<file path="src/hw/saux_pkg.sv">
// Purpose: shared constants and carriers for the serial auxiliary register set
// Assumes: 32-bit APB, one 8-bit register per aligned word, data in bits 7:0
// Notes:   byte offsets are word aligned; unused upper data bits read zero
package saux_pkg;

   ////////////////////////////////////////////////////////////////////////////
   // register byte offsets
   localparam logic [7:0] OFF_AUX_CONTROL    = 8'h00;
   localparam logic [7:0] OFF_INT_FLAGS      = 8'h04;
   localparam logic [7:0] OFF_INT_ENABLES    = 8'h08;
   localparam logic [7:0] OFF_COUNT_HIGH     = 8'h0C;
   localparam logic [7:0] OFF_COUNT_LOW      = 8'h10;
   localparam logic [7:0] OFF_PRELOAD_HIGH   = 8'h14;
   localparam logic [7:0] OFF_PRELOAD_LOW    = 8'h18;
   localparam logic [7:0] OFF_IRQ_VECTOR     = 8'h1C;
   localparam logic [7:0] OFF_INPUT_SNAPSHOT = 8'h20;
   localparam logic [7:0] OFF_OUT_FUNC_SEL   = 8'h24;
   localparam logic [7:0] OFF_INPUT_CHANGE   = 8'h28;
   localparam logic [7:0] OFF_CT_START       = 8'h2C;
   localparam logic [7:0] OFF_CT_STOP        = 8'h30;
   localparam logic [7:0] OFF_CHAN_CMD_A     = 8'h34;
   localparam logic [7:0] OFF_CHAN_CMD_B     = 8'h38;

   ////////////////////////////////////////////////////////////////////////////
   // reset values
   localparam logic [7:0] RST_AUX_CONTROL  = 8'h00;
   localparam logic [7:0] RST_INT_ENABLES  = 8'h00;
   localparam logic [7:0] RST_IRQ_VECTOR   = 8'h0F;
   localparam logic [7:0] RST_OUT_FUNC_SEL = 8'h00;
   localparam logic [2:0] RST_IP_STATE     = 3'h7;

   ////////////////////////////////////////////////////////////////////////////
   // field positions
   localparam int AUX_BAUD_SET  = 7;
   localparam int AUX_CT_HI     = 6;
   localparam int AUX_CT_LO     = 4;
   localparam int AUX_IEC_HI    = 2;
   localparam int OUT3_HI       = 3;
   localparam int OUT3_LO       = 2;
   localparam int IPCR_COS_LO   = 4;
   localparam int CMD_MISC_HI   = 6;
   localparam int CMD_MISC_LO   = 4;
   localparam int ISR_COS       = 7;
   localparam int ISR_DBB       = 6;
   localparam int ISR_RXB       = 5;
   localparam int ISR_TXB       = 4;
   localparam int ISR_CT        = 3;
   localparam int ISR_DBA       = 2;
   localparam int ISR_RXA       = 1;
   localparam int ISR_TXA       = 0;

   ////////////////////////////////////////////////////////////////////////////
   // codes and counts
   localparam logic [2:0] CMD_RESET_BREAK  = 3'h5;
   localparam logic [2:0] IP_UPPER_ONES    = 3'h7;
   localparam logic [1:0] SETTLE_SCLK      = 2'h2;

   typedef enum logic [1:0] {
      SAUX_OUT3_PORT,
      SAUX_OUT3_CT,
      SAUX_OUT3_TX_CLOCK_B,
      SAUX_OUT3_RX_CLOCK_B
   } saux_out3_t;

   // status that one channel datapath presents to this block
   typedef struct packed {
      logic break_change;   // pulse: start or end of a received break
      logic rx_ready;       // receiver has a character
      logic fifo_full;      // receiver fifo full
      logic fifo_sel;       // first mode register bit 6
      logic tx_ready;       // holding register empty
   } saux_chan_t;

endpackage

</file>
<file path="src/hw/saux_regs.sv">
// Purpose: auxiliary control, interrupt status/mask, counter access, vector and
//          input/output port registers of a dual-channel serial module
// Assumes: APB slave with one wait state; pins and status synchronous to clk
// Notes:   all state frozen while ce is low
//
// Our own choices: the placing of the registers and the APB slave port.
`timescale 1ns/1ps

// Functional notes
// - input state bits follow pins only from two serial clock periods after reset
// - clear-to-send pin low when tracking starts sets its change bit
// - aux control write-only, reset zero: baud set 7, ct mode 6:4, enables 2:0
// - baud set bit selects second rate set when 1, first when 0
// - three-bit ct field picks counter or timer mode and its clock source
// - enabled change sets flags bit 7; disabled change leaves it alone
// - interrupt asserted when any flag and its mask bit are both set
// - flags read returns true values regardless of the mask
// - module reset clears every interrupt flag
// - delta-break flag sets on break start or end, stays until command
// - receiver flag mirrors fifo-full or rx-ready, picked by mode bit 6
// - transmitter flag mirrors tx-ready; writes while zero are not sent
// - mask has one enable per source, 1 enables
// - eight-bit vector number resets to 0F hex
// - input snapshot reports the six input states latched at read
// - three upper input bits without pins read one
// - output control write-only, reset zero; out3 field selects four sources
// - output control bits 7..4, 1, 0 affect no pin
// - reading the input change register clears the change flag
// - reset break-change command clears the delta-break flag of its own channel only
// - start read starts counter; stop read stops it and clears ready flag
module saux_regs
(
   input  wire logic               clk,
   input  wire logic               nrst,
   input  wire logic               ce,
   // apb slave
   input  wire logic               psel,
   input  wire logic               penable,
   input  wire logic               pwrite,
   input  wire logic [7:0]         paddr,
   input  wire logic [31:0]        pwdata,
   output logic                    pready,
   output logic [31:0]             prdata,
   output logic                    pslverr,
   // input pins and serial clock tick
   input  wire logic [2:0]         ip_pins,
   input  wire logic               sclk_tick,
   // channel datapaths and counter
   input  wire saux_pkg::saux_chan_t chan_a,
   input  wire saux_pkg::saux_chan_t chan_b,
   input  wire logic               ct_done,
   input  wire logic [15:0]        ct_count,
   input  wire logic               ct_out,
   // out3 sources
   input  wire logic               port_bit3,
   input  wire logic               tx_clock_b_1x,
   input  wire logic               rx_clock_b_1x,
   // interrupt acknowledge
   input  wire logic               iack,
   // control outputs
   output logic                    baud_set_select_q,
   output logic [2:0]              ct_mode_source_q,
   output logic [15:0]             preload_q,
   output logic                    ct_start_q,
   output logic                    ct_stop_q,
   output logic                    out3_q,
   output logic                    irq_q,
   output logic [7:0]              ack_vec_q,
   output logic                    ack_vec_oe_q
);

   ////////////////////////////////////////////////////////////////////////////
   // state
   logic [7:0]  aux_q;
   logic [7:0]  imr_q;
   logic [7:0]  ivr_q;
   logic [1:0]  out3_sel_q;
   logic [7:0]  isr_q;
   logic [7:0]  isr_d;
   logic [2:0]  ip_state_q;
   logic [2:0]  cos_bits_q;
   logic [2:0]  cos_bits_d;
   logic [1:0]  settle_q;
   logic        tracking_q;
   logic        pready_q;
   logic [7:0]  rdata_q;
   logic        slverr_q;

   ////////////////////////////////////////////////////////////////////////////
   // apb decode: effects take place at the completing edge only
   wire acc_first = psel & penable & ~pready_q;
   wire acc_done  = psel & penable & pready_q;
   wire wr_done   = acc_done & pwrite;
   wire rd_done   = acc_done & ~pwrite;

   function automatic logic hit(input logic [7:0] addr, input logic [7:0] off);
      hit = (addr == off);
   endfunction

   wire wr_aux   = wr_done & hit(paddr, saux_pkg::OFF_AUX_CONTROL);
   wire wr_imr   = wr_done & hit(paddr, saux_pkg::OFF_INT_ENABLES);
   wire wr_ivr   = wr_done & hit(paddr, saux_pkg::OFF_IRQ_VECTOR);
   wire wr_pre_h = wr_done & hit(paddr, saux_pkg::OFF_PRELOAD_HIGH);
   wire wr_pre_l = wr_done & hit(paddr, saux_pkg::OFF_PRELOAD_LOW);
   wire wr_opcr  = wr_done & hit(paddr, saux_pkg::OFF_OUT_FUNC_SEL);
   wire wr_cmd_a = wr_done & hit(paddr, saux_pkg::OFF_CHAN_CMD_A);
   wire wr_cmd_b = wr_done & hit(paddr, saux_pkg::OFF_CHAN_CMD_B);
   wire ipcr_rd  = rd_done & hit(paddr, saux_pkg::OFF_INPUT_CHANGE);
   wire start_rd = rd_done & hit(paddr, saux_pkg::OFF_CT_START);
   wire stop_rd  = rd_done & hit(paddr, saux_pkg::OFF_CT_STOP);

   // unmapped offsets answer with an error; write-only ones read zero
   wire mapped = hit(paddr, saux_pkg::OFF_AUX_CONTROL)  | hit(paddr, saux_pkg::OFF_INT_FLAGS)
              | hit(paddr, saux_pkg::OFF_INT_ENABLES)   | hit(paddr, saux_pkg::OFF_COUNT_HIGH)
              | hit(paddr, saux_pkg::OFF_COUNT_LOW)     | hit(paddr, saux_pkg::OFF_PRELOAD_HIGH)
              | hit(paddr, saux_pkg::OFF_PRELOAD_LOW)   | hit(paddr, saux_pkg::OFF_IRQ_VECTOR)
              | hit(paddr, saux_pkg::OFF_INPUT_SNAPSHOT) | hit(paddr, saux_pkg::OFF_OUT_FUNC_SEL)
              | hit(paddr, saux_pkg::OFF_INPUT_CHANGE)  | hit(paddr, saux_pkg::OFF_CT_START)
              | hit(paddr, saux_pkg::OFF_CT_STOP)       | hit(paddr, saux_pkg::OFF_CHAN_CMD_A)
              | hit(paddr, saux_pkg::OFF_CHAN_CMD_B);

   // break-change reset command in the misc field of a channel command
   wire brk_clr_a = wr_cmd_a
                  & (pwdata[saux_pkg::CMD_MISC_HI:saux_pkg::CMD_MISC_LO] == saux_pkg::CMD_RESET_BREAK);
   wire brk_clr_b = wr_cmd_b
                  & (pwdata[saux_pkg::CMD_MISC_HI:saux_pkg::CMD_MISC_LO] == saux_pkg::CMD_RESET_BREAK);

   ////////////////////////////////////////////////////////////////////////////
   // input tracking: pins are ignored until two serial clock ticks have passed
   wire start_now = ~tracking_q & sclk_tick & (settle_q == saux_pkg::SETTLE_SCLK - 2'h1);
   // clear-to-send inputs 1:0 found low at the start count as a change
   wire [2:0] cos_start = start_now ? {1'b0, ~ip_pins[1:0]} : 3'h0;
   wire [2:0] cos_edge  = tracking_q ? (ip_pins ^ ip_state_q) : 3'h0;
   wire [2:0] cos_new   = cos_start | cos_edge;
   // only enabled inputs reach the change flag
   wire cos_int_set = |(cos_new & aux_q[saux_pkg::AUX_IEC_HI:0]);

   // sticky change bits; a new change wins over the clearing read
   assign cos_bits_d = cos_new | (cos_bits_q & ~{3{ipcr_rd}});

   ////////////////////////////////////////////////////////////////////////////
   // interrupt flags: sticky ones give priority to the set over the clear
   wire rx_a = chan_a.fifo_sel ? chan_a.fifo_full : chan_a.rx_ready;
   wire rx_b = chan_b.fifo_sel ? chan_b.fifo_full : chan_b.rx_ready;

   always_comb
   begin
      isr_d                    = 8'h00;
      isr_d[saux_pkg::ISR_COS] = cos_int_set | (isr_q[saux_pkg::ISR_COS] & ~ipcr_rd);
      isr_d[saux_pkg::ISR_DBB] = chan_b.break_change | (isr_q[saux_pkg::ISR_DBB] & ~brk_clr_b);
      isr_d[saux_pkg::ISR_RXB] = rx_b;
      isr_d[saux_pkg::ISR_TXB] = chan_b.tx_ready;
      isr_d[saux_pkg::ISR_CT]  = ct_done | (isr_q[saux_pkg::ISR_CT] & ~stop_rd);
      isr_d[saux_pkg::ISR_DBA] = chan_a.break_change | (isr_q[saux_pkg::ISR_DBA] & ~brk_clr_a);
      isr_d[saux_pkg::ISR_RXA] = rx_a;
      isr_d[saux_pkg::ISR_TXA] = chan_a.tx_ready;
   end

   ////////////////////////////////////////////////////////////////////////////
   // read data; the pin snapshot is taken in the cycle of the read
   wire [7:0] ipcr_val = {1'b0, cos_bits_q, 1'b0, ip_state_q};
   wire [7:0] snap_val = {2'b00, saux_pkg::IP_UPPER_ONES, ip_state_q};
   wire [7:0] rd_val =
        hit(paddr, saux_pkg::OFF_INT_FLAGS)      ? isr_q
      : hit(paddr, saux_pkg::OFF_INT_ENABLES)    ? imr_q
      : hit(paddr, saux_pkg::OFF_COUNT_HIGH)     ? ct_count[15:8]
      : hit(paddr, saux_pkg::OFF_COUNT_LOW)      ? ct_count[7:0]
      : hit(paddr, saux_pkg::OFF_IRQ_VECTOR)     ? ivr_q
      : hit(paddr, saux_pkg::OFF_INPUT_SNAPSHOT) ? snap_val
      : hit(paddr, saux_pkg::OFF_INPUT_CHANGE)   ? ipcr_val
      : 8'h00;

   // out3 source chosen by the stored field; other output bits are not kept
   wire out3_d = (out3_sel_q == saux_pkg::SAUX_OUT3_PORT) ? port_bit3
               : (out3_sel_q == saux_pkg::SAUX_OUT3_CT)   ? ct_out
               : (out3_sel_q == saux_pkg::SAUX_OUT3_TX_CLOCK_B) ? tx_clock_b_1x
               : rx_clock_b_1x;

   ////////////////////////////////////////////////////////////////////////////
   // apb handshake: one wait state, read data and error registered
   always_ff @(posedge clk or negedge nrst)
   begin
      if (!nrst)
      begin
         pready_q <= 1'b0;
         rdata_q  <= 8'h00;
         slverr_q <= 1'b0;
      end
      else if (ce)
      begin
         pready_q <= acc_first;
         // error flop only rises with pready so the output needs no gate
         slverr_q <= acc_first & ~mapped;
         if (acc_first)
            rdata_q <= pwrite ? 8'h00 : rd_val;
      end
   end

   ////////////////////////////////////////////////////////////////////////////
   // software written registers
   always_ff @(posedge clk or negedge nrst)
   begin
      if (!nrst)
      begin
         aux_q      <= saux_pkg::RST_AUX_CONTROL;
         imr_q      <= saux_pkg::RST_INT_ENABLES;
         ivr_q      <= saux_pkg::RST_IRQ_VECTOR;
         out3_sel_q <= 2'h0;
         preload_q  <= 16'h0000;
      end
      else if (ce)
      begin
         if (wr_aux)
            aux_q <= pwdata[7:0];
         if (wr_imr)
            imr_q <= pwdata[7:0];
         if (wr_ivr)
            ivr_q <= pwdata[7:0];
         if (wr_opcr)
            out3_sel_q <= pwdata[saux_pkg::OUT3_HI:saux_pkg::OUT3_LO];
         // no floor enforced on the preload: software keeps it at 2 or above
         if (wr_pre_h)
            preload_q[15:8] <= pwdata[7:0];
         if (wr_pre_l)
            preload_q[7:0] <= pwdata[7:0];
      end
   end

   ////////////////////////////////////////////////////////////////////////////
   // input tracking and flags; reset clears every flag
   always_ff @(posedge clk or negedge nrst)
   begin
      if (!nrst)
      begin
         settle_q   <= 2'h0;
         tracking_q <= 1'b0;
         ip_state_q <= saux_pkg::RST_IP_STATE;
         cos_bits_q <= 3'h0;
         isr_q      <= 8'h00;
      end
      else if (ce)
      begin
         if (!tracking_q && sclk_tick)
            settle_q <= settle_q + 2'h1;
         if (start_now)
            tracking_q <= 1'b1;
         if (start_now || tracking_q)
            ip_state_q <= ip_pins;
         cos_bits_q <= cos_bits_d;
         isr_q      <= isr_d;
      end
   end

   ////////////////////////////////////////////////////////////////////////////
   // outputs: irq lags the flags by one cycle so that it comes from a flop
   always_ff @(posedge clk or negedge nrst)
   begin
      if (!nrst)
      begin
         irq_q             <= 1'b0;
         ct_start_q        <= 1'b0;
         ct_stop_q         <= 1'b0;
         out3_q            <= 1'b0;
         ack_vec_q         <= 8'h00;
         ack_vec_oe_q      <= 1'b0;
         baud_set_select_q <= 1'b0;
         ct_mode_source_q  <= 3'h0;
      end
      else if (ce)
      begin
         irq_q             <= |(isr_q & imr_q);
         ct_start_q        <= start_rd;
         ct_stop_q         <= stop_rd;
         out3_q            <= out3_d;
         ack_vec_oe_q      <= iack & irq_q;
         ack_vec_q         <= (iack & irq_q) ? ivr_q : 8'h00;
         baud_set_select_q <= aux_q[saux_pkg::AUX_BAUD_SET];
         ct_mode_source_q  <= aux_q[saux_pkg::AUX_CT_HI:saux_pkg::AUX_CT_LO];
      end
   end

   assign pready  = pready_q;
   assign prdata  = {24'h000000, rdata_q};
   assign pslverr = slverr_q;
endmodule

</file>
<file path="config.mk">
export PLATFORM = sky130hd
export DESIGN_NAME = saux_regs
export DESIGN_NICKNAME = d
export VERILOG_FILES = /design/src/hw/saux_pkg.sv /design/src/hw/saux_regs.sv
export SDC_FILE = /design/constraint.sdc
export NUM_CORES = 1
export LEC_CHECK = 0
export BUFFER_PORTS_ARGS = -buffer_cell sky130_fd_sc_hd__buf_4
export CAP_MARGIN = 20
export CORE_UTILIZATION = 35
export DETAILED_ROUTE_END_ITERATION = 8
export SLEW_MARGIN = 0
export SYNTH_ARGS = -nofsm -noshare
export SYNTH_HDL_FRONTEND = slang
export SYNTH_SLANG_ARGS = --single-unit
export TNS_END_PERCENT = 100
</file>
<file path="constraint.sdc">
create_clock -name clk -period 1.5 [get_ports clk]
set_clock_uncertainty 0.1 [all_clocks]
set_input_delay 0.075 -clock clk [delete_from_list [all_inputs] [get_ports clk]]
set_output_delay 0.075 -clock clk [all_outputs]
set_load 0.02 [all_outputs]
</file>
# ---- Yosys cells after proc, flatten, opt, wreduce, memory -nomap -nowiden
# Index checks and enable logic that the tools add are counted.
dict set report totals {
  reg_bits 86
  elab_cells 134
  input_bits 82
  output_inout_bits 67
}
dict set report op_classes {
  reduce_logical 17
  n_addsub 1
  n_eq_ne 18
  bitwise_logic 60
  n_mux 16
}
# op n
set op_table {}
lappend op_table {{8-bit by 6-bit equality test with 1-bit output, second input constant} 7}
lappend op_table {{8-bit two-way mux} 7}
lappend op_table {{8-bit by 5-bit equality test with 1-bit output, second input constant} 4}
lappend op_table {{1-bit AND} 26}
lappend op_table {{2-bit AND reduction} 10}
lappend op_table {{1-bit OR} 18}
lappend op_table {{8-bit by 4-bit equality test with 1-bit output, second input constant} 2}
lappend op_table {{7-bit two-way mux} 2}
lappend op_table {{8-bit AND} 1}
lappend op_table {{8-bit by 3-bit equality test with 1-bit output, second input constant} 1}
lappend op_table {{8-bit logical NOT} 1}
lappend op_table {{1-bit inverter} 8}
lappend op_table {{8-bit OR reduction} 1}
lappend op_table {{3-bit AND} 2}
lappend op_table {{1-bit two-way mux} 5}
lappend op_table {{2-bit by 1-bit equality test with 1-bit output, second input constant} 2}
lappend op_table {{3-bit equality test, second input constant} 1}
lappend op_table {{3-bit two-way mux} 1}
lappend op_table {{3-bit inverter} 1}
lappend op_table {{2-bit by 3-bit OR with 3-bit output} 1}
lappend op_table {{3-bit OR} 1}
lappend op_table {{3-bit OR reduction} 1}
lappend op_table {{3-bit XOR} 1}
lappend op_table {{2-bit by 1-bit adder with 2-bit output, second input constant} 1}
lappend op_table {{other kinds (7)} 7}

# ---- Longest topological paths before layout
# Gate-level depths: netlist of run 1.
dict set report depth {
  word_depth 17
  ltp_mapped 7
  ltp_nobuf 5
}

# ---- Worst setup path after synthesis of run 1
# Ideal clock, no wire load.
dict set report synth_timing {
  path_kind {register to register}
  start {register pready_q, in the netlist pready}
  end {register aux_q[0]}
  t_required_ns 1.275
  arrival_time_ns 1.504
  setup_slack_ns -0.229
  period_less_slack_ns 1.729
  setup_time_ns 0.125
  stages_incl_launch_ff 5
  path_cell_list {dfrtp_1 > nand3_1 > or3_1 > buf_6 > mux2_4}
}
dict set report synth_via {
  elab_chain_len 4
}
# element line_no
set synth_lines {}
lappend synth_lines {{from (decl)} saux_regs.sv:85} ;# logic pready_q;
lappend synth_lines {{from (signal assigned)} saux_regs.sv:191} ;# pready_q <= acc_first;
lappend synth_lines {{1-bit AND} saux_regs.sv:92} ;# wire acc_done = psel & penable & pready_q;
lappend synth_lines {{1-bit AND} saux_regs.sv:93} ;# wire wr_done = acc_done & pwrite;
lappend synth_lines {{1-bit AND} saux_regs.sv:100} ;# wire wr_aux = wr_done & hit(paddr, saux_pkg::OFF_AUX_CONTROL);
lappend synth_lines {{2-bit AND reduction (no source line)} -}
lappend synth_lines {{to (signal assigned)} saux_regs.sv:205} ;# aux_q <= saux_pkg::RST_AUX_CONTROL;
lappend synth_lines {{to (signal assigned)} saux_regs.sv:214} ;# aux_q <= pwdata[7:0];
lappend synth_lines {{to (decl)} saux_regs.sv:74} ;# logic [7:0] aux_q;
# No other way between the ends.
# A chain may end at the register's enable or synchronous reset.

# ---- Worst setup path after layout of run 1
dict set report layout_timing {
  start {register pready_q, in the netlist pready}
  end {register aux_q[6]}
}
# The elaborated chain is that of the path after synthesis.

==> impl_summary.md, run 1 <==
Run status
The run finished, with violations left. The final reports fail on negative setup slack.

Drt
The final routed DRC violation total is 0. After detailed routing, the wire length on met1 is 5571 microns. The routed layout has 3624 vias. After detailed routing, no signal wire sits above met4. The number of iterations in the first detailed-routing pass is 4. After detailed routing, the met2 layer carries 5940 microns of wire. After detailed routing, the number of vias per cell comes to 5.207. The met3 wire length is 658 microns. The routed design has 12450 microns of wire. Dividing the detail-routed wire length by the instance count gives 17.88 microns. Once detail routing completed, the nets flagged for antenna violations numbered 0.

The DRC marker count from the first detailed-route iteration is 186.

Setup path
The signal on the critical path passes through buf_6, nand3_4, or3_4, mux2_4. Data on the critical path is required at its endpoint by 1.61 ns. For this run, the slowest stage of the critical path takes 0.44 ns.

The cell with the largest stage delay on the worst path is or3_4. The worst setup path is of the reg2reg kind. STA classifies the critical path startpoint as a register. The dominant delay contributor by cell family on the critical path is simple AND/OR/NAND/NOR gates.

Data on the critical path arrives at its endpoint at 1.70 ns. Along the worst path, the maximum fanout reaches 7. The critical path capture point type is a register.

The number of buffers and inverters on the critical path is 1.

Floorplanning
The number of placement rows is 39. In this run the standard cell core region covers 11660 sq um. Measured along the x axis, the die boundary spans 112.5 microns.

The die covers 12650 sq um. 149 I/O pins were placed. The die boundary height is 112.5 microns.

For this configuration, the core starts out at a cell density of 36.64%.

Final layout
At the end of the flow, the number of nets in the layout was 631. The area taken by multi-input logic gates is 2132 sq um. At the end of the flow the core is filled with cells to 53.77%. The finished cells cover 6271 sq um. The repair_antennas step left the layout with diodes totalling 0.

Relative to the synthesized area, the layout overhead comes to 46.76%. Fill cells in the final layout number 984. The share of final-layout standard cells stronger than drive strength 1 is 46.84%. The total area of sequential cells is 2137 sq um.

Hold path
The path class of the lowest-slack min-delay path is in2reg.

Clock tree
The clock latency on the worst-skew pair is 0.33 ns. TritonCTS built the clock tree. CTS saw 85 sinks. The total CTS buffers is 9. The clock root buffer master is clkbuf_16. After clock tree synthesis, the clock-pin slew on the worst setup and hold paths is 0.06 ns. The H-tree depth is 3.

The clock passes through at most 2 buffers.

Power and ir drop
In this run, the combinational gates consume 14.1% of the power. The power spent charging and discharging nets is 1.421 mW. Registers are responsible for 41.9% of the overall power.

Of the total power, the clock network draws 44.0%. Across the VDD grid, the largest voltage drop is 0.6983 mV. The internal power is 4.408 mW.

The switching power share of the total is 24.38%. The total power is 5.829 mW. For this design the ratio of total power to cell area is 929.5 nW/um^2. The static leakage is 3.022 nW.

Placement
Detailed placement finished with a half-perimeter wire length of 9047 microns. The placed cell area is 5477 sq um. Input and output buffers added on the ports amount to 100.

The worst slack at placement is -0.3458 ns. The final RePlAce weighted congestion is 0.8744.

Run
The number of max-capacitance violations reported is 0.

Synthesis
Yosys mapped the design onto 56 distinct sky130hd cell types. The per-instance average area after synthesis is 11.27 sq um. The total standard cell area after synthesis is 4273 sq um.

The number of synthesized flops with an enable pin is 0. The sequential share of the synthesized area is 49.99%. The number of standard cells after synthesis is 379.

The number of warnings reported in the yosys synthesis log is 0. The primary flip-flop cell chosen by synthesis mapping is dfrtp_1. The number of storage elements in the synthesis netlist is 85.

The share of the synthesized area in the top cell type is 45.68%. The library cell occupying the most area in the post-synthesis netlist is dfrtp_1. By area the synthesized netlist is led by dfrtp_1 46%, mux2_2 12%, dfstp_2 4.3%.

The async set or reset register ratio after synthesis is 100.0%.

Timing
The final-report hold violation count came to 0. The final period utilization is 105.7%. Across all setup checks in the final design, the least slack found is -0.08563 ns. The final-report setup violation count is 24. The maximum achievable frequency is 0.6307 GHz.

Setup repair after global routing could not meet its margin everywhere. The worst hold-check slack is 0.03349 ns. For the finished layout, the period the worst path requires is 1.586 ns. The total count of max-transition violations in the final report came to 0.

GRT
The first global-routing pass estimated 19590 microns of wire. The global route total overflow is 0. The total routing resource utilization after global routing is 20.48%.

The largest net degree at the start of global routing is 86. The number of antenna violations at the first check in global routing is 0. The number of global-route vias before repair is 3717.
-- cell usage in the layout (no fill, tap or decap), types with 4 or more instances in the layout --
| cell type | n |
|---|---|
| buf_4 | 145 |
| a21oi_1 | 15 |
| o22ai_1 | 6 |
| dfrtp_1 | 77 |
| a31oi_1 | 4 |
| nand2_1 | 21 |
| nor2_1 | 18 |
| o21ai_0 | 8 |
| clkbuf_16 | 9 |
| nand2b_1 | 5 |
| mux2_2 | 36 |
| nand3_1 | 4 |
| o21ai_1 | 6 |
| conb_1 | 24 |
| mux2i_1 | 4 |
| a22oi_1 | 9 |
| inv_1 | 7 |
| a22o_1 | 15 |
| a32o_1 | 4 |
| nor2b_1 | 9 |
| dlygate4sd3_1 | 23 |
| buf_6 | 5 |
| mux2_4 | 15 |
| dfstp_2 | 7 |
-- cells in the mapped netlist, types with 3 or more instances --
master	count
dfrtp_1	78
xor2_1	3
inv_1	7
o31ai_1	3
mux2i_1	4
a32oi_1	3
buf_4	24
clkbuf_1	13
nor4_1	6
dfstp_2	7
nand2_1	21
o22ai_1	7
a21oi_1	17
a22o_1	15
nand3_1	5
o21ai_0	15
a32o_1	6
a22oi_1	9
nand2b_1	5
nor3_1	5
mux2_4	7
a31oi_1	4
mux2_2	44
nor2b_1	9
or3_1	3
nor2_1	19
-- power groups by stage --
stage	Clock, mW	Sequential, mW	Combinational, mW
6_report	2.57	2.44	0.822
5_1_grt	2.71	2.45	0.901
4_1_cts	2.63	2.44	0.799
3_5_place_dp	0	2.48	0.732
3_3_place_gp	0	2.48	0.719
2_1_floorplan	0	2.48	0.381
-- final timing paths --
| check | from | end | slack, ns | cells after the start |
|---|---|---|---|---|
| min in group asynchronous | nrst | out3_q | 0.21 | 3 |
| worst max-delay path | pready | aux_q[6] | -0.09 | 4 |
| worst min-delay path | ct_count[0] | rdata_q[0] | 0.03 | 3 |
| max in group asynchronous | nrst | ivr_q[0] | 0.71 | 3 |
| worst max register to register | pready | aux_q[6] | -0.09 | 4 |
| worst min register to register | ack_vec_oe_q | ack_vec_oe_q | 0.38 | 1 |
-- logic make-up (layout without fill, tap and decap cells) --
family,count (synthesis),count (layout),share of synthesized area [%]
AND/OR/NAND/NOR,92,92,11.71
AO/OA/AOI/OAI,91,91,14.90
flip-flops,85,85,49.99
multiplexers,56,56,15.52
buffers and inverters,49,200,6.676
XOR/XNOR,4,4,0.8201
adder cells (fa/ha/maj),1,1,0.2928
other,1,24,0.08776
-- area by class of cell --
class / count / area share (%)
flip-flops and latches: 85 / 34.08
multi-input cells: 268 / 34.00
repair buffers: 177 / 23.12
clock buffers: 10 / 3.651
well taps: 143 / 2.853
clock inverters: 6 / 1.876
inverters: 7 / 0.4190
-- state kept, by name, indices dropped and copies added (netlist names) --
name               flops
out3_sel_q             2
irq_q                  1
ct_mode_source_q       3
cos_bits_q             3
imr_q                  8
ivr_q                  8
isr_q                  8
pready                 1
ct_start_q             1
tracking_q             1
settle_q               2
ct_stop_q              1
ack_vec_q              8
out3_q                 1
preload_q             16
aux_q                  7
pslverr                1
rdata_q                8
ack_vec_oe_q           1
baud_set_select_q      1
ip_state_q             3
-- tightest hold or removal path, delay by kind of cell --
family	cells	cell delay, ns
compound gates	2	0.27
buf+inv	1	0.08
-- what timing repair did --
| item | 4_1_cts | 5_1_grt |
|---|---|---|
| pin swaps | 7 | 13 |
| gates resized for setup | 16 | 34 |
| endpoints found under the setup margin | 46 | 51 |
| buffers inserted | 2 | 2 |
| hold buffers | 23 | 0 |
| gates cloned | 0 | 0 |
| hold endpoints to repair | 132 | 0 |
-- per-stage QoR --
| step | setup TNS (ns) | instances |
|---|---|---|
| finish | -0.9991 | 696 |
| global placement | -13.68 | 654 |
| detailed placement | -13.59 | 654 |
| floorplan | -3.055 | 402 |
| CTS | -1.706 | 695 |
| global route | -2.449 | 696 |
-- layer usage --
layer,GRT usage [%],vias to the layer above
li1,-,1682
met1,26.28,1786
met2,33.58,138
met3,4.536,18
met4,8.356,0
met5,0,-
(Power assumes the default switching activity.)
==> run 2: changes to the inputs <==
- TNS_END_PERCENT: 100 -> 1
- clock period: 1.5 -> 2 ns (I/O delays scaled with it)
==> impl_summary.md, run 2 (same netlist as run 1, synthesis figures left out) <==
Placement
At the placement stage, the worst setup path has a slack of 0.02812 ns. The detailed placement HPWL is 8908 microns. Summing all placed instances gives a cell area of 5190 sq um. Including well taps, the total number of placed cells is 621. The count of buffers added on input and output ports is 100.

The final RePlAce weighted congestion is 0.8686.

GRT
The largest net degree at the start of global routing is 55. The first global-routing pass estimated 19490 microns of wire. The number of global-route vias before repair is 3565.

The number of antenna violations at the first check in global routing came to 0. The global route total overflow is 0. The total routing resource utilization after global routing is 20.36%.

Power and ir drop
Registers are responsible for 44.1% of the overall power. The switching power share of the total is 25.91%. Power spread over the standard cell area amounts to 723.1 nW/um^2. The clock network fraction of total power is 42.7%. The internal portion of the total power is 3.074 mW.

Summing internal, switching and leakage power gives 4.149 mW. The share of total power dissipated in combinational logic is 13.3%. The power spent charging and discharging nets is 1.075 mW. The analysis attributes to cell leakage a power of 2.754 nW. IR analysis of the VDD net gives a maximum drop of 0.4209 mV.

Clock tree
In this run the deepest clock path goes through 2 buffers. The H-tree was split into 3 levels. The total setup buffers inserted after CTS is 0.

Post-CTS repair changed the size of 0 cells. The clock latency on the worst-skew pair is 0.34 ns. The clock-pin slew of the registers on the worst-case setup and hold paths is 0.06 ns.

The number of clock sinks is 85. TritonCTS built the clock tree. The total CTS buffers is 9. The root buffer cell chosen for the clock tree is clkbuf_16.

Timing
The worst path meets setup with 0.1865 ns of slack. Setup violations remaining at the end of the flow were counted as 0. The total count of max-transition violations in the final report is 0. The accumulated negative setup slack is 0 ns.

The final period utilization is 90.68%. Setup repair after global routing left no endpoint under its margin. The maximum achievable frequency is 0.5514 GHz. The clock period could shrink to 1.814 ns. The final-report hold violation count is 0.

Hold path
The min-delay analysis places its worst path in the category in2reg.

Final layout
The most common library cell in the layout ignoring fill and taps is buf_4. The finished cells cover 5738 sq um. The top cell types in the final layout, fill and taps aside, are 116 x buf_4, 78 x dfrtp_1, 44 x mux2_2. The flip-flop count of the largest register, all copies and words added is 16. The layout net count is 595. The number of antenna cells inserted is 0. The count of non-filler cells in the finished layout is 660.

Compared with the post-synthesis result, the final layout area differs by 34.29%. In the final layout, the share of cells above drive strength 1 is 39.26%. The register with the most flip-flops is preload_q.

Setup path
The worst setup path is captured at a register. The required time at the endpoint of the critical path is 2.12 ns. The largest driver fanout on the critical path is 7. The worst setup path is of the reg2reg kind. The worst setup slack for register-to-register paths is 0.19 ns. The sort of element at the start of the critical path is a register. For the worst setup path, the data arrival time is 1.94 ns.

Drt
Dividing the detail-routed wire length by the instance count gives 18.75 microns. The number of iterations in the first detailed-routing pass is 5. After detailed routing, no signal wire sits above met4. The detailed-route vias per instance is 5.321. For this block, wires on met1 add up to 5560 microns. For this run, design rule violations remaining after detail routing come to 0. Across all layers, the routed design uses 3512 vias. The routed design uses 5828 microns of met2 wire. In this run, the number of DRC markers left after iteration 0 of detailed routing was 209.

The number of routed nets with antenna violations is 0. The post-detailed-routing wire length is 12380 microns. The met3 wire length is 763 microns.

Run
The tool flagged a number of max-cap violations equal to 0.

Floorplanning
The die footprint is 12650 sq um. The initial standard-cell utilization of the core is 36.64%. The floorplan step set the die height to 112.5 microns. The count of boundary I/O pins is 149. The die is 112.5 microns wide. The floorplan has 39 rows. The floorplan step defined a core boundary enclosing 11660 sq um.

Run status
The flow ran to the end, and the final reports show no timing, DRC or antenna violations.
[run 2: cell count changes in the layout (fill, tap and decap cells not counted), sizes merged]
cell and change:
bufinv -2, clkbuf +1, buf -36, clkinvlp +1
[run 2: final cells by class]
type	instances	area, sq um
clock inverter	5	65.06
tap	143	178.9
multi-input combinational	268	1938
clock buffer	11	252.7
fill	1072	5924
timing repair buffer	141	1141
inverter	7	26.28
sequential	85	2136
[run 2: per-stage QoR]
stage / util, % / hold WS [ns]
2_1_floorplan: - / -0.2956
3_3_place_gp: 44.50 / -0.02398
3_5_place_dp: 44.50 / -0.01975
4_1_cts: 49.20 / 0.004307
5_1_grt: 49.20 / 0.04130
6_report: 49.20 / 0.009930
[run 2: path summary, 6_finish.rpt]
path                              from            end  cells past startpoint
max                             pready       aux_q[2]                      3
min                           paddr[7]     rdata_q[3]                      4
max reg2reg                     pready       aux_q[2]                      3
min reg2reg                settle_q[1]    settle_q[1]                      2
max in group asynchronous         nrst       ivr_q[1]                      3
min in group asynchronous         nrst  out3_sel_q[1]                      2
[run 2: repair_timing]
item | in CTS | in global routing
hold buffers | 23 | 0
endpoints found under the hold margin | 84 | 0
endpoints found under the setup margin | 0 | 0
[run 2: critical path: stages (launching register included)]
cell	delay, ns
dfrtp_1	0.36
nand3_1	0.25
or3_1	0.61
mux2_4	0.37
[run 2: metal layers]
metal,track usage [%],vias to the layer above
li1,-,1615
met1,27.78,1719
met2,32.30,160
met3,4.590,18
met4,6.311,0
met5,0,-
[run 2: power groups by stage]
| stage | logic, mW | clock network (mW) | registers (mW) |
|---|---|---|---|
| final | 0.550 | 1.77 | 1.83 |
| after global routing | 0.601 | 1.89 | 1.84 |
| after CTS | 0.548 | 1.82 | 1.83 |
| after detailed placement | 0.511 | 0 | 1.86 |
| after global placement | 0.503 | 0 | 1.86 |
| after floorplan | 0.281 | 0 | 1.86 |
==> run 3: changes to the inputs <==
- BUFFER_PORTS_ARGS: -buffer_cell sky130_fd_sc_hd__buf_4 -> -buffer_cell sky130_fd_sc_hd__buf_2
==> impl_summary.md, run 3 (same netlist as run 1, synthesis figures left out) <==
Setup path
In this run the critical register-to-register path is launched from pready. Data arrives at the worst endpoint at 1.95 ns. On the worst path, the slowest cell contributes a delay of 0.63 ns. The critical path in this run is classified as reg2reg. Of all nets on the critical path, the largest fanout is 7. The worst register-to-register path has a depth of 3. On the critical path, the stage with the largest delay is an instance of or3_1. STA puts the critical path data required time at 2.12 ns. The critical path goes through nand3_1, or3_1, mux2_4. The critical path capture point type is a register. For flop-to-flop paths, the worst setup slack is 0.16 ns. The worst register-to-register path ends at aux_q[5].

STA classifies the critical path startpoint as a register.

Timing
The final-report setup violation count is 0. The final critical path time including I/O delays and setup is 1.837 ns. The final period utilization is 91.84%.

The slew of the pin with the lowest slew margin is 0.5055 ns. Setup repair after global routing left no endpoint under its margin. The total count of max-transition violations in the final report is 0. After routing, the total negative slack on setup checks comes to 0 ns. The worst path meets setup with 0.1631 ns of slack.

The relative max-transition margin is 66.30%. The maximum achievable frequency is 0.5444 GHz. The final-report hold violation count is 0.

Floorplanning
The width of the die is 112.5 microns. The die covers 12650 sq um. The floorplan core area is 11660 sq um. The initial standard-cell utilization of the core is 36.64%. In this run the core area contains 39 standard-cell rows. Pin placement for this block handled 149 I/O pins. The die boundary height is 112.5 microns.

Placement
The detailed placement HPWL is 8825 microns. The congestion estimate from routability-driven global placement came to 0.8663. Counting tap cells, the placed design contains a total of 619 instances. After detailed placement, the total cell area comes to 4927 sq um. At the placement stage, the worst setup path has a slack of 0.01223 ns. Port buffering added 100 buffers.

Clock tree
The post-cts sizing count is 0. After clock tree synthesis, the clock-pin slew on the worst setup and hold paths is 0.06 ns. TritonCTS built the clock tree. Counting the buffers created by CTS gives 9. The clock latency on the worst-skew pair is 0.34 ns. The clock passes through at most 2 buffers. The clock drives 85 sinks. After clock tree synthesis, the setup repair step added 0 buffers. The H-tree depth is 3. The clock root buffer master is clkbuf_16.

Drt
The routed layout has 3480 vias. Using the TritonRoute via totals, the vias-per-cell ratio works out to 5.337. The average detailed-routed wire length per instance is 18.55 microns.

The final routed DRC violation total is 0. The number of routed nets with antenna violations is 0. The number of iterations in the first detailed-routing pass is 4.

Wires add up to 12100 microns. The DRC marker count from the first detailed-route iteration is 242.

Final layout
In the final layout, the share of cells above drive strength 1 is 39.10%. The finished layout holds 652 standard cells, fillers aside. With fillers left out, the area of the finished cells amounts to 5414 sq um. The growth of design area from synthesis to finish is 26.71%. The most common library cell in the layout ignoring fill and taps is buf_2. Leaving out fill and tap cells, the most frequent cells in the layout are 99 x buf_2, 78 x dfrtp_1, 44 x mux2_2.

After the last flow step, the layout net total stands at 587. The number of antenna cells inserted is 0. Counting flops per register, the top entry is preload_q. The flip-flop count of the largest register, all copies and words added is 16.

Hold path
The worst min-delay path startpoint is pwdata[3]. The worst hold path passes through 2 cells. The path class of the lowest-slack min-delay path is in2reg.

For hold timing, the worst endpoint is imr_q[3].

Power and ir drop
Combinational logic burns 12.0% of the power. The part of the total power dissipated in sequential elements is 44.4%. The clock network fraction of total power is 43.6%.

The internal power of the cells totals 3.077 mW. Summed over all nets, the switching power comes to 1.044 mW. The power per unit of standard cell area is 761.2 nW/um^2. The worst vdd rail ir drop is 0.3489 mV. In this run the static leakage power is 2.670 nW. Net switching is 25.32% of the power.

Run status
The run finished with clean final reports.

GRT
The global route total overflow is 0. Entering global routing, the biggest net connects 58 pins. The number of global-route vias before repair is 3357. The total routing resource utilization after global routing is 19.61%. The first-pass GRT wire length is 18690 microns. The number of antenna violations at the first check in global routing is 1.

Run
Max-cap violations in this run came to 0.
==> run 3: layout make-up <==
type | count | area, sq um
clock buffer | 11 | 232.7
clock inverter | 5 | 83.83
fill | 1094 | 6248
inverter | 7 | 26.28
multi-input combinational | 268 | 1938
sequential | 85 | 2136
tap | 143 | 178.9
timing repair buffer | 133 | 818.3
==> run 3: power groups by stage <==
| stage | Clock, mW | Combinational (mW) | Sequential, mW |
|---|---|---|---|
| after floorplan | 0 | 0.281 | 1.86 |
| after global placement | 0 | 0.460 | 1.86 |
| after detailed placement | 0 | 0.469 | 1.86 |
| after CTS | 1.83 | 0.496 | 1.83 |
| after global routing | 1.90 | 0.547 | 1.83 |
| final | 1.80 | 0.496 | 1.83 |
==> run 3: per-layer routing <==
metal  part of all wire (%)  vias to the layer above  global-route usage [%]
li1                       -                     1597                       -
met1                     45                     1693                   27.08
met2                     46                      169                   30.52
met3                    7.1                       19                   3.834
met4                    2.0                        2                   7.467
met5                  0.091                        -                       0
==> run 3: through the flow <==
stage	utilization (%)	hold slack (ns)	total power [mW]
after global routing	46.42	0.01277	4.277
final	46.42	0.01198	4.121
after global placement	42.25	-0.04666	2.317
after floorplan	-	-0.2956	2.142
after CTS	46.42	0.008335	4.151
after detailed placement	42.25	-0.04106	2.329
==> run 3: critical path, delay by kind of cell, from the launching register on <==
kind	cells	cell delay, ns
mux	1	0.38
flops	1	0.36
simple gates	2	0.88
==> run 3: worst max path at each step <==
stage	cells after the start	endpoint	startpoint	slack (ns)
2_1_floorplan	5	imr_q[0]	paddr[3]	0.26
3_3_place_gp	4	aux_q[5]	paddr[7]	0.03
3_5_place_dp	4	aux_q[5]	paddr[7]	0.01
4_1_cts	3	aux_q[5]	pready	0.15
5_1_grt	3	aux_q[7]	pready	0.11
6_report	3	aux_q[5]	pready	0.16
==> run 3: what timing repair did <==
action	CTS	global route
setup endpoints to repair	0	0
hold buffers	17	0
endpoints found under the hold margin	49	0
